<file path="src/include/ebws_pkg.sv">
package ebws_pkg;
	// ======================================================
	// Widths
	localparam int DATA_W = 16;
	localparam int ADDR_W = 24;
	// ======================================================
	// Pull-up register bit positions
	localparam int PUR_PROG_BIT = 8;
	localparam int PUR_DATA_BIT = 9;
	// ======================================================
	// Reset values
	localparam logic DRIVE_RST = 1'b0;
	localparam logic [15:0] PUR_RST = 16'hFFFF;
	localparam logic CTRL_PUD_RST = 1'b0;
	// Strobe low cycles and data hold cycles after strobe rises
	localparam int STROBE_CYC = 2;
	localparam int HOLD_CYC = 1;

	// Access request from the core
	typedef struct packed {
		logic write;
		logic program_space;
		logic [ADDR_W-1:0] addr;
		logic [DATA_W-1:0] wdata;
	} ebws_req_t;

	// Pin direction and level for one select pin used as port pin
	typedef struct packed {
		logic gpio_mode;
		logic dir_out;
		logic level;
	} ebws_gpio_t;
endpackage : ebws_pkg

</file>
<file path="src/rtl/ebws_top.sv">
`timescale 1ns/1ps
module ebws_top (
	input wire logic clk_sys_i,
	input wire logic reset_i,
	input wire ebws_pkg::ebws_req_t req_i,
	input wire logic req_valid_i,
	output logic req_ready_o,
	output logic [ebws_pkg::DATA_W-1:0] rdata_o,
	output logic rdata_valid_o,
	input wire logic bus_drive_control_i,
	input wire logic [15:0] port_d_pullup_enable_i,
	input wire logic ctrl_pullup_disable_i,
	input wire ebws_pkg::ebws_gpio_t port_d_pin_eight_i,
	input wire ebws_pkg::ebws_gpio_t port_d_pin_nine_i,
	output logic [1:0] port_d_pins_in_o,
	output logic [ebws_pkg::ADDR_W-1:0] address_pins_o,
	output logic [ebws_pkg::DATA_W-1:0] data_pins_o,
	output logic data_pins_oe_n_o,
	input wire logic [ebws_pkg::DATA_W-1:0] data_pins_i,
	output logic write_strobe_n_o,
	output logic write_strobe_oe_n_o,
	output logic write_strobe_pullup_o,
	output logic read_strobe_n_o,
	output logic read_strobe_oe_n_o,
	output logic program_space_select_n_o,
	output logic program_space_select_oe_n_o,
	output logic program_space_select_pullup_o,
	input wire logic program_space_select_i,
	output logic data_space_select_n_o,
	output logic data_space_select_oe_n_o,
	output logic data_space_select_pullup_o,
	input wire logic data_space_select_i
);
	typedef enum logic [1:0] {S_IDLE, S_STROBE, S_HOLD} ebws_state_t;
	ebws_state_t state_reg;
	logic [1:0] cnt_reg;
	ebws_pkg::ebws_req_t cur_reg;
	logic drive_reg;
	logic [15:0] pur_reg;
	logic ctrl_pud_reg;
	logic wr_n_reg, rd_n_reg, prog_sel_n_reg, data_sel_n_reg, doe_n_reg;
	logic [ebws_pkg::DATA_W-1:0] dout_reg, rdata_reg;
	logic rvalid_reg;
	logic [ebws_pkg::ADDR_W-1:0] addr_reg;
	logic [ebws_pkg::DATA_W-1:0] din_s1_reg, din_s2_reg;
	logic [1:0] gin_s1_reg, gin_s2_reg;
	logic bus_en;

	// ======================================================
	// Configuration capture
	always_ff @(posedge clk_sys_i) begin
		if (reset_i) begin
			drive_reg <= ebws_pkg::DRIVE_RST;
			pur_reg <= ebws_pkg::PUR_RST;
			ctrl_pud_reg <= ebws_pkg::CTRL_PUD_RST;
		end else begin
			drive_reg <= bus_drive_control_i;
			pur_reg <= port_d_pullup_enable_i;
			ctrl_pud_reg <= ctrl_pullup_disable_i;
		end
	end

	// Pin input synchronisers
	always_ff @(posedge clk_sys_i) begin
		din_s1_reg <= data_pins_i;
		din_s2_reg <= din_s1_reg;
		gin_s1_reg <= {data_space_select_i, program_space_select_i};
		gin_s2_reg <= gin_s1_reg;
	end

	// ======================================================
	// Access sequencer
	always_ff @(posedge clk_sys_i) begin
		if (reset_i) begin
			state_reg <= S_IDLE;
			cnt_reg <= 2'h0;
			cur_reg <= '0;
		end else begin
			case (state_reg)
				S_IDLE: begin
					if (req_valid_i) begin
						cur_reg <= req_i;
						cnt_reg <= 2'(ebws_pkg::STROBE_CYC - 1);
						state_reg <= S_STROBE;
					end
				end
				S_STROBE: begin
					if (cnt_reg == 2'h0) begin
						cnt_reg <= 2'(ebws_pkg::HOLD_CYC - 1);
						state_reg <= S_HOLD;
					end else begin
						cnt_reg <= cnt_reg - 2'h1;
					end
				end
				S_HOLD: begin
					if (cnt_reg == 2'h0) begin
						state_reg <= S_IDLE;
					end else begin
						cnt_reg <= cnt_reg - 2'h1;
					end
				end
				default: begin
					state_reg <= S_IDLE;
				end
			endcase
		end
	end

	// Strobes, selects and data drive
	always_ff @(posedge clk_sys_i) begin
		if (reset_i) begin
			wr_n_reg <= 1'b1;
			rd_n_reg <= 1'b1;
			prog_sel_n_reg <= 1'b1;
			data_sel_n_reg <= 1'b1;
			doe_n_reg <= 1'b1;
			dout_reg <= 16'h0000;
			addr_reg <= 24'h00_0000;
		end else if (state_reg == S_IDLE && req_valid_i) begin
			wr_n_reg <= ~req_i.write;
			rd_n_reg <= req_i.write;
			prog_sel_n_reg <= ~req_i.program_space;
			data_sel_n_reg <= req_i.program_space;
			doe_n_reg <= ~req_i.write;
			dout_reg <= req_i.wdata;
			addr_reg <= req_i.addr;
		end else if (state_reg == S_STROBE && cnt_reg == 2'h0) begin
			// Strobe rises; data, address, selects still held
			wr_n_reg <= 1'b1;
			rd_n_reg <= 1'b1;
		end else if (state_reg == S_HOLD && cnt_reg == 2'h0) begin
			prog_sel_n_reg <= 1'b1;
			data_sel_n_reg <= 1'b1;
			doe_n_reg <= 1'b1;
		end
	end

	// Read capture one edge after strobe rise
	always_ff @(posedge clk_sys_i) begin
		if (reset_i) begin
			rdata_reg <= 16'h0000;
			rvalid_reg <= 1'b0;
		end else begin
			rvalid_reg <= 1'b0;
			// Synchroniser delay: din_s2 now holds a strobe-low sample
			if (state_reg == S_HOLD && !cur_reg.write
				&& cnt_reg == 2'(ebws_pkg::HOLD_CYC - 1)) begin
				rdata_reg <= din_s2_reg;
				rvalid_reg <= 1'b1;
			end
		end
	end

	// ======================================================
	// Pin drive and pull-ups
	assign bus_en = (state_reg != S_IDLE) | drive_reg;
	assign req_ready_o = (state_reg == S_IDLE);
	assign rdata_o = rdata_reg;
	assign rdata_valid_o = rvalid_reg;
	assign address_pins_o = addr_reg;
	assign data_pins_o = dout_reg;
	assign data_pins_oe_n_o = doe_n_reg;
	assign write_strobe_n_o = wr_n_reg;
	assign read_strobe_n_o = rd_n_reg;
	// Reset disables outputs, pull-ups on
	assign write_strobe_oe_n_o = reset_i | ~bus_en;
	assign read_strobe_oe_n_o = reset_i | ~bus_en;
	assign write_strobe_pullup_o = reset_i | ~ctrl_pud_reg;
	// Select pins: port pin mode or memory select
	always_comb begin
		program_space_select_n_o = prog_sel_n_reg;
		program_space_select_oe_n_o = reset_i | ~bus_en;
		if (port_d_pin_eight_i.gpio_mode) begin
			program_space_select_n_o = port_d_pin_eight_i.level;
			program_space_select_oe_n_o = reset_i | ~port_d_pin_eight_i.dir_out;
		end
		data_space_select_n_o = data_sel_n_reg;
		data_space_select_oe_n_o = reset_i | ~bus_en;
		if (port_d_pin_nine_i.gpio_mode) begin
			data_space_select_n_o = port_d_pin_nine_i.level;
			data_space_select_oe_n_o = reset_i | ~port_d_pin_nine_i.dir_out;
		end
	end
	// Select pin pull-ups, forced on in reset
	assign program_space_select_pullup_o =
		reset_i | pur_reg[ebws_pkg::PUR_PROG_BIT];
	assign data_space_select_pullup_o =
		reset_i | pur_reg[ebws_pkg::PUR_DATA_BIT];
	assign port_d_pins_in_o = gin_s2_reg;

	// ======================================================
	// Checks
	property p_wr_data;
		@(posedge clk_sys_i) disable iff (reset_i)
		!write_strobe_n_o |-> !data_pins_oe_n_o;
	endproperty
	a_wr_data: assert property (p_wr_data)
		else $error("data not driven during write strobe");
	property p_hold;
		@(posedge clk_sys_i) disable iff (reset_i)
		$rose(write_strobe_n_o) |-> !data_pins_oe_n_o && $stable(data_pins_o);
	endproperty
	a_hold: assert property (p_hold)
		else $error("write data lost at strobe rise");
	property p_qual;
		@(posedge clk_sys_i) disable iff (reset_i)
		!write_strobe_n_o |-> (program_space_select_n_o != data_sel_n_reg
			|| port_d_pin_eight_i.gpio_mode)
			&& ($past(write_strobe_n_o) || $stable(address_pins_o));
	endproperty
	a_qual: assert property (p_qual)
		else $error("selects not qualified during write");
	property p_idle;
		@(posedge clk_sys_i) disable iff (reset_i)
		(state_reg == S_IDLE && !drive_reg) |-> write_strobe_oe_n_o;
	endproperty
	a_idle: assert property (p_idle)
		else $error("strobe driven on idle bus");
	property p_rst;
		@(posedge clk_sys_i) reset_i |-> write_strobe_oe_n_o
			&& write_strobe_pullup_o && data_space_select_pullup_o;
	endproperty
	a_rst: assert property (p_rst)
		else $error("reset pin state wrong");
	property p_ps;
		@(posedge clk_sys_i) disable iff (reset_i)
		(state_reg == S_IDLE && req_valid_i && req_i.program_space)
			|=> !prog_sel_n_reg [*3];
	endproperty
	a_ps: assert property (p_ps)
		else $error("program select missing");
	property p_ds;
		@(posedge clk_sys_i) disable iff (reset_i)
		(state_reg == S_IDLE && req_valid_i && !req_i.program_space)
			|=> !data_sel_n_reg [*3];
	endproperty
	a_ds: assert property (p_ds)
		else $error("data select missing");
	property p_rd;
		@(posedge clk_sys_i) disable iff (reset_i)
		$rose(read_strobe_n_o) |=> rdata_valid_o && data_pins_oe_n_o;
	endproperty
	a_rd: assert property (p_rd)
		else $error("read capture missing");
endmodule : ebws_top

</file>
<file path="config.mk">
export PLATFORM = sky130hd
export DESIGN_NAME = ebws_top
export DESIGN_NICKNAME = d
export VERILOG_FILES = /design/src/include/ebws_pkg.sv /design/src/rtl/ebws_top.sv
export SDC_FILE = /design/constraint.sdc
export NUM_CORES = 1
export LEC_CHECK = 0
export ABC_AREA = 1
export BUFFER_PORTS_ARGS = -buffer_cell sky130_fd_sc_hd__buf_4
export CORE_MARGIN = 1.5
export CORE_UTILIZATION = 44
export CTS_BUF_LIST = sky130_fd_sc_hd__clkbuf_4 sky130_fd_sc_hd__clkbuf_8
export CTS_CLUSTER_DIAMETER = 60
export DETAILED_ROUTE_END_ITERATION = 10
export PLACE_DENSITY_LB_ADDON = 0.12
export SETUP_SLACK_MARGIN = 0.05
export SKIP_CTS_REPAIR_TIMING = 1
export SYNTH_ARGS = -nofsm -noshare
export SYNTH_HDL_FRONTEND = slang
export SYNTH_SLANG_ARGS = --single-unit
export TNS_END_PERCENT = 1
</file>
<file path="constraint.sdc">
create_clock -name clk_sys_i -period 1.3 [get_ports clk_sys_i]
set_input_delay 0.13 -clock clk_sys_i [delete_from_list [all_inputs] [get_ports clk_sys_i]]
set_output_delay 0.13 -clock clk_sys_i [all_outputs]
set_load 0.05 [all_outputs]
</file>
==> results of run 1 <==
==> worst max-delay path, delay by kind of cell, from the launching register on <==
kind / cells / cell delay, ns
adder cells (fa/ha/maj): 1 / 0.17
flip-flops: 1 / 0.35
buffers and inverters: 3 / 0.34
AO/OA/AOI/OAI: 1 / 0.13
AND/OR/NAND/NOR: 1 / 0.08
==> cell families after synthesis <==
kind of cell | Yosys count
simple gates | 180
fa+ha+maj | 10
flops | 107
compound gates | 62
mux | 2
buf+inv | 38
==> final timing paths <==
kind	slack (ns)	start	cells after the start	end
max	-0.25	state_reg[0]	6	data_space_select_oe_n_o
min	0.003	req_i[41]	3	read_strobe_n_o
max reg2reg	0	state_reg[1]	7	rdata_o[14]
min reg2reg	0.33	din_s1_reg[2]	0	din_s2_reg[2]
==> layout by cell type, fill, tap and decap left out, types with 4 or more instances in the layout <==
master | netlist | layout
buf_4 | 6 | 145
buf_6 | 0 | 7
o21ai_1 | 9 | 14
nand2_1 | 34 | 30
inv_1 | 16 | 12
nand3_1 | 14 | 12
dfxtp_1 | 107 | 104
clkbuf_8 | 0 | 9
o21ai_0 | 49 | 42
nor2_1 | 115 | 114
dlygate4sd3_1 | 0 | 22
nor2_2 | 8 | 9
inv_6 | 1 | 4
buf_12 | 1 | 4
ha_1 | 10 | 7
==> where the power goes <==
group	leakage, nW	total [mW]	switching (mW)	internal (mW)
logic	1.59	6.41	4.22	2.19
clock network	0.108	2.09	1.14	0.954
registers	0.890	4.41	0.394	4.02
total	2.59	12.9	5.75	7.16
==> metal layers <==
metal / vias to the layer above / global-route usage
met2: 76 / 0.334
li1: 1597 / -
met3: 14 / 0.0496
met5: - / 0
met4: 0 / 0.0770
met1: 1407 / 0.216
==> layout make-up <==
class,instances,share of cell area
inverter,19,0.0154
clock inverter,6,0.0150
timing repair buffer,181,0.278
clock buffer,10,0.0242
multi-input combinational,254,0.249
sequential,107,0.395
tap,102,0.0235
==> impl_metrics.csv, run 1 <==
group,metric,value,unit
run_status,status,"complete, but fails checks",
run_status,violations,"negative setup slack",
cells_and_area,largest_register_ff_count,24,
route,via_per_inst,4.56,
route,drt-total-wl,8230,um
route,drt-wirelength-per-cell,12.1,um
route,drtAntennaViolNets,0,
die,initial_utilization,0.459,
setup_path,start_kind,"register",
cells_and_area,multiInputGateArea,1350,sq um
global_route,grt-ovfl-total,0,
yosys,synth_seq_cells,107,
cells_and_area,utilization,0.700,
die,ios,159,
yosys,yosys_warnings,0,
yosys,synth.top_cells.by_area,"dfxtp_1 60%, nor2_1 12%, o21ai_0 6.9%",
setup_path,critPathMaxFanout,5,
power_and_ir_drop,ir_drop,0.00113,V
route,top_layer_used,"met4",
route,drt-met1-wl,3480,um
cells_and_area,regArea,2150,sq um
sta,worstMarginPinSlew,0.232,ns
route,wl_met3,479,um
yosys,synth_fp_nets,496,
yosys,synth_adder_area_share,0.0351,
setup_path,critPathCaptureType,"primary output",
power_and_ir_drop,p_per_area,2380,nW/um^2
yosys,syn_avg_cell_area,8.94,sq um
cells_and_area,num-fill-cells,629,
cells_and_area,fin_cells,679,
yosys,synth_top_family_by_area,"simple AND/OR/NAND/NOR gates",
sta,fin_skew,0.0126,ns
die,rows,32,
setup_path,worstPathRequired,1.17,ns
yosys,yosys.area.top_type_share,0.601,
route,wl_met2,4130,um
yosys,synth-edff-count,0,
die,core_area,7770,sq um
yosys,yosys.area.top_type,"dfxtp_1",
setup_path,cp.arrival,1.42,ns
sta,tns,-0.954,ns
setup_path,critPathSlowestCell,"dfxtp_2",
die,die_w,93.0,um
die,fp.dieH,93.0,um
clock_network,htree_levels,3,
cells_and_area,postLayoutCellArea,5430,sq um
yosys,synth_common_cells,"115 x nor2_1, 107 x dfxtp_1, 49 x o21ai_0",
cells_and_area,drive_above_1_share,0.374,
yosys,synth.distinct_cells,27,
yosys,synth-xor-area-share,0,
sta,hold_viol_final,0,
clock_network,cts_sinks,107,
clock_network,clock-root-buffer,"clkbuf_8",
yosys,synthMuxAreaShare,0.00632,
route,dr_total_vias,3094,
power_and_ir_drop,power.leakage,2.59,nW
clock_network,cts_buffers,9,
clock_network,cts_tree,"built",
global_route,grt_pass1_wl,13000,um
cells_and_area,nets,669,
yosys,async_flop_share,0,
power_and_ir_drop,power,12.9,mW
die,die-area,8650,sq um
yosys,synthSimpleGateAreaFrac,0.213,
sta,max_slew_margin,0.845,
clock_network,worstSkewPairLatency,0.36,ns
sta,maxSlewViolCount,0,
sta,rsz0062_at_grt,"true",
route,drt_iter0_drc,73,
global_route,grt_max_degree,41,
cells_and_area,areaGrowthSynthToFinish,52.4,%
placement,numPortBuffers,144,
sta,finalSetupViolations,6,
sta,fmax,0.647,GHz
yosys,synth.most_common_cell,"nor2_1",
sta,post-route-period-util,1.19,
route,drt-pass1-iter-count,4,
setup_path,critical_path_class,"register to primary output",
global_route,grt_pass1_vias,2853,
yosys,synth_seq_area_share,0.601,
yosys,syn-cell-area,3570,sq um
clock_network,path_clk_slew,0.10,ns
route,drc,0,
yosys,synth-compound-area-share,0.0881,
yosys,synthesis.instances,399,
placement,gp_congestion,0.777,
sta,fin_hold_ws,0.00332,ns
job,maxCapViolations,0,
global_route,grt_usage,0.189,
global_route,antenna_found_initial,0,
sta,post-route-min-period,1.55,ns
clock_network,clk_path_buf_depth,2,
setup_path,path_common_cell,"buf_6",
sta,setup_ws,-0.247,ns
placement,place_area,4870,sq um
hold_path,hp-class,"input port to register",
cells_and_area,antenna_cells,0,
placement,dp_cells,639,
placement,hpwl,5800,um
yosys,synth_ff_type,"dfxtp_1",
setup_path,path_cells,"inv_4, buf_6, ha_4, nand2_8, o21ai_4, buf_6",
placement,pre_cts_slack,-0.0806,ns
setup_path,max_stage_delay,0.35,ns
(Power assumes the default switching activity.)
==> inputs of run 2 (changes only) <==
CORE_UTILIZATION = 47   (was 44)
CTS_CLUSTER_DIAMETER = 40   (was 60)
clock period = 1.7 ns   (was 1.3 ns; I/O delays follow)
==> run 2 against run 1 <==
  * The run now ends clean
  * Cell area down 4.5%
  * First-iteration DRC count rose by 64%
  * Flip-flop and latch count unchanged
  * Sequential share of layout area is 1.8 points higher
  * Via count is 0.68% lower
  * Core utilization up 1.2 points
  * Largest cell class unchanged
  * Highest routed layer unchanged
==> impl_metrics.csv, run 2 (same netlist as run 1, synthesis figures left out) <==
group,metric,value,unit
sta,fmax,0.629,GHz
setup_path,critPathMaxFanout,5,
route,drt-pass1-iter-count,4,
cells_and_area,antenna_cells,0,
route,wl_met2,4160,um
route,top_layer_used,"met4",
power_and_ir_drop,p_per_area,1840,nW/um^2
cells_and_area,drive_above_1_share,0.351,
route,drt_iter0_drc,120,
setup_path,critPathCaptureType,"primary output",
clock_network,cts_sinks,107,
global_route,grt-ovfl-total,0,
sta,fin_skew,0.00869,ns
sta,max_slew_margin,0.823,
sta,rsz0062_at_grt,"false",
setup_path,path_cells,"inv_2, ha_4, nand2_2, o21ai_2, buf_6",
power_and_ir_drop,power.leakage,2.50,nW
setup_path,ff2ff_setup_slack,0.19,ns
placement,hpwl,5850,um
cells_and_area,layout_common_cells,"150 x buf_4, 115 x nor2_1, 105 x dfxtp_1, 47 x o21ai_0, 32 x nand2_1",
route,drt-total-wl,8220,um
cells_and_area,num-fill-cells,628,
placement,place_area,4750,sq um
placement,gp_congestion,0.792,
clock_network,worstSkewPairLatency,0.35,ns
die,ios,159,
route,drt-wirelength-per-cell,12.3,um
cells_and_area,areaGrowthSynthToFinish,45.6,%
sta,hold_viol_final,0,
setup_path,max_stage_delay,0.36,ns
cells_and_area,regArea,2140,sq um
sta,maxSlewViolCount,0,
route,via_per_inst,4.60,
setup_path,worstPathRequired,1.53,ns
route,wl_met3,431,um
die,initial_utilization,0.489,
route,drtAntennaViolNets,0,
hold_path,hp-class,"input port to register",
job,maxCapViolations,0,
setup_path,start_kind,"register",
global_route,grt_pass1_wl,12700,um
global_route,grt_usage,0.196,
route,drc,0,
die,fp.dieH,90.1,um
die,die-area,8120,sq um
cells_and_area,nets,661,
setup_path,critPathSlowestCell,"dfxtp_2",
route,drt-met1-wl,3350,um
sta,finalSetupViolations,0,
global_route,antenna_found_initial,0,
cells_and_area,largest_register_ff_count,24,
cells_and_area,multiInputGateArea,1250,sq um
sta,post-route-min-period,1.59,ns
global_route,grt_pass1_vias,2730,
clock_network,clk_path_buf_depth,2,
die,rows,31,
clock_network,path_clk_slew,0.10,ns
clock_network,cts_buffers,9,
clock_network,clock-root-buffer,"clkbuf_8",
setup_path,cp.arrival,1.42,ns
setup_path,critical_path_class,"register to primary output",
run_status,status,"finished, final reports clean",
route,dr_total_vias,3073,
power_and_ir_drop,power,9.54,mW
die,die_w,90.1,um
power_and_ir_drop,ir_drop,0.00100,V
global_route,grt_max_degree,30,
sta,post-route-period-util,0.934,
clock_network,htree_levels,3,
die,core_area,7290,sq um
sta,worstMarginPinSlew,0.266,ns
placement,numPortBuffers,144,
clock_network,cts_tree,"built",
cells_and_area,final_common_cell,"buf_4",
cells_and_area,postLayoutCellArea,5190,sq um
run 2: changes by cell type in the layout (fill, tap and decap cells not counted), sizes merged:
cell | previous run | this run
buf | 159 | 153
clkinv | 2 | 1
inv | 22 | 23
dlygate4sd3 | 22 | 20
run 2: final cells by class:
cell class,count,share of cell area
Sequential cell,107,0.413
Timing Repair Buffer,173,0.265
Tap cell,99,0.0239
Clock buffer,10,0.0265
Clock inverter,6,0.0152
Inverter,19,0.0147
Multi-Input combinational cell,254,0.241
run 2: power by group:
part	leakage, nW	switching, mW	total (mW)	internal, mW
logic	1.50	3.09	4.53	1.44
clock network	0.111	0.896	1.65	0.756
registers	0.890	0.288	3.36	3.07
total	2.50	4.27	9.54	5.26
run 2: routing by layer:
| metal | up-vias | global-route usage |
|---|---|---|
| met3 | 25 | 0.0508 |
| li1 | 1582 | - |
| met1 | 1376 | 0.225 |
| met2 | 90 | 0.338 |
| met4 | 0 | 0.0952 |
| met5 | - | 0 |
run 2: critical path: cells and delay by family (launching register included):
family                   cells  cell delay, ns
AO/OA/AOI/OAI                1            0.15
adder cells (fa/ha/maj)      1            0.17
buffers and inverters        2            0.29
flip-flops                   1            0.36
AND/OR/NAND/NOR              1            0.10
run 2: final timing paths:
check | from | endpoint | cells past startpoint
hold reg to reg | din_s1_reg[13] | din_s2_reg[13] | 0
setup / recovery | state_reg[0] | program_space_select_oe_n_o | 5
setup reg to reg | state_reg[0] | data_pins_oe_n_o | 7
hold / removal | ctrl_pullup_disable_i | ctrl_pud_reg | 3
run 2: metrics by stage:
step,cells,setup slack [ns],setup TNS [ns],util,hold WS (ns)
after floorplan,399,0.162,0,-,0.198
after detailed placement,631,0.0145,0,0.652,0.276
after global placement,631,0.0917,0,0.652,0.275
after CTS,647,-0.0658,-0.164,0.682,-0.115
after global routing,668,0.0449,0,0.712,0.0310
final,668,0.111,0,0.712,0.00755
==> inputs of run 3 (changes only) <==
CORE_UTILIZATION = 45   (was 47)
==> run 3 against run 2 <==
  * Count of clock-buffer cells in the layout is the same
  * Worst setup slack improved by 0.032 ns
  * Global-route usage up 0.60 points
  * Routed wire length grew 1.9%
  * Sequential share of layout area is 0.27 points higher
  * Die area is 4.3% higher
  * Fmax is 2.1% higher
  * Register-to-register slack better by 0.02 ns
  * Critical endpoint is now data_space_select_oe_n_o
  * Largest power group unchanged
  * Highest routed layer unchanged
==> impl_metrics.csv, run 3 (same netlist as run 1, synthesis figures left out) <==
group,metric,value,unit
sta,fin_skew,0.0105,ns
clock_network,cts_tree,"built",
cells_and_area,nets,661,
global_route,grt_pass1_wl,13400,um
cells_and_area,utilization,0.671,
hold_path,hold_end,"drive_reg",
setup_path,path_cells,"inv_2, ha_4, nand2_2, o21ai_2, buf_6",
route,wl_met2,4310,um
sta,hold_viol_final,0,
hold_path,hp-class,"input port to register",
sta,max_slew_margin,0.752,
setup_path,critPathCaptureType,"primary output",
clock_network,worstSkewPairLatency,0.36,ns
clock_network,clk_path_buf_depth,2,
cells_and_area,postLayoutCellArea,5150,sq um
global_route,grt_max_degree,43,
sta,rsz0062_at_grt,"false",
cells_and_area,final_common_cell,"buf_4",
setup_path,start_kind,"register",
die,fp.dieH,92.0,um
route,top_layer_used,"met4",
route,drt-wirelength-per-cell,12.5,um
die,rows,32,
setup_path,worstReg2RegEnd,"rdata_o[7]",
global_route,grt_usage,0.202,
sta,fmax,0.643,GHz
placement,numPortBuffers,144,
clock_network,clock-root-buffer,"clkbuf_8",
setup_path,max_stage_delay,0.36,ns
sta,maxSlewViolCount,0,
die,initial_utilization,0.464,
clock_network,cts_sinks,107,
die,core_area,7690,sq um
die,die-area,8470,sq um
hold_path,hold_depth,3,
placement,gp_congestion,0.773,
route,drt_iter0_drc,121,
power_and_ir_drop,p_clk_frac,0.158,
route,drc,0,
cells_and_area,layout_common_cells,"149 x buf_4, 115 x nor2_1, 106 x dfxtp_1, 47 x o21ai_0, 32 x nand2_1",
sta,post-route-period-util,0.916,
sta,finalSetupViolations,0,
global_route,antenna_found_initial,0,
die,die_w,92.0,um
route,drtAntennaViolNets,0,
global_route,grt-ovfl-total,0,
route,drt-pass1-iter-count,6,
cells_and_area,drive_above_1_share,0.348,
placement,place_area,4730,sq um
setup_path,critical_path_class,"register to primary output",
setup_path,critPathSlowestCell,"dfxtp_2",
power_and_ir_drop,intPower,5.06,mW
route,dr_total_vias,3101,
clock_network,cts_buffers,9,
setup_path,cp-startpoint,"state_reg[0]",
sta,tns,0,ns
setup_path,cp_num_buf_inv,2,
cells_and_area,largest_register_ff_count,24,
setup_path,ff2ff_setup_slack,0.21,ns
clock_network,path_clk_slew,0.10,ns
setup_path,rr_startpoint,"state_reg[0]",
power_and_ir_drop,netSwitchingPower,4.28,mW
route,wl_met3,427,um
setup_path,cpLargestDelayFamily,"flip-flops",
route,via_per_inst,4.62,
setup_path,r2r_cells,7,
power_and_ir_drop,p_seq_frac,0.359,
route,drt-total-wl,8370,um
die,ios,159,
placement,hpwl,5900,um
power_and_ir_drop,power.leakage,2.48,nW
job,maxCapViolations,0,
route,drt-met1-wl,3460,um
setup_path,worstPathRequired,1.53,ns
power_and_ir_drop,p_per_area,1810,nW/um^2
hold_path,worstHoldStart,"bus_drive_control_i",
power_and_ir_drop,ir_drop,0.000834,V
setup_path,cp.arrival,1.39,ns
run_status,status,"finished, final reports clean",
sta,worstMarginPinSlew,0.372,ns
global_route,grt_pass1_vias,2879,
power_and_ir_drop,combPwrFrac,0.483,
cells_and_area,areaGrowthSynthToFinish,44.6,%
setup_path,critPathMaxFanout,5,
clock_network,htree_levels,3,
cells_and_area,antenna_cells,0,
sta,post-route-min-period,1.56,ns
power_and_ir_drop,switching_share,0.458,
[run 3: cell count changes in the layout (fill, tap and decap cells not counted), sizes merged]
| cell | delta |
|---|---|
| dlygate4sd3 | +1 |
| bufinv | -1 |
| buf | -1 |
| inv | -1 |
| clkinv | +2 |
[run 3: final cells by class]
class                   instances  area, sq um
well taps                     102          128
fillers                       669         2530
clock inverters                 6         57.6
multi-input cells             254         1250
flip-flops and latches        107         2140
inverters                      19         76.3
repair buffers                173         1370
clock buffers                  10          131
[run 3: tightest hold or removal path, delay by kind of cell]
kind,cells,cell delay (ns)
simple gates,1,0.07
buf+inv,2,0.11
[run 3: how the worst max path moves through the flow]
stage	to	slack, ns	cells past startpoint
3_3_place_gp	rdata_o[1]	0.21	7
6_report	data_space_select_oe_n_o	0.14	5
3_5_place_dp	rdata_o[7]	0.14	7
4_1_cts	data_space_select_oe_n_o	-0.03	5
5_1_grt	program_space_select_oe_n_o	0.05	5
2_1_floorplan	write_strobe_oe_n_o	0.16	5
[run 3: stage by stage]
stage               hold slack (ns)  cells  setup WS [ns]  total power [mW]
floorplan                     0.198    399          0.162              6.63
global placement              0.275    632          0.209              7.76
detailed placement            0.275    632          0.139              7.87
CTS                          -0.119    648        -0.0293              9.34
global route                 0.0148    671         0.0535              9.96
finish                       0.0108    671          0.144              9.35
[run 3: per-layer routing]
| metal | GRT usage | up-vias |
|---|---|---|
| li1 | - | 1581 |
| met2 | 0.349 | 77 |
| met4 | 0.0949 | 0 |
| met1 | 0.233 | 1428 |
| met3 | 0.0506 | 15 |
| met5 | 0 | - |
[run 3: power groups by stage]
stage          combinational [mW]  clock [mW]  sequential [mW]
2_1_floorplan                1.76           0             4.87
3_3_place_gp                 4.37           0             3.39
3_5_place_dp                 4.46           0             3.41
4_1_cts                      4.46        1.53             3.35
5_1_grt                      4.90        1.63             3.43
6_report                     4.51        1.48             3.36
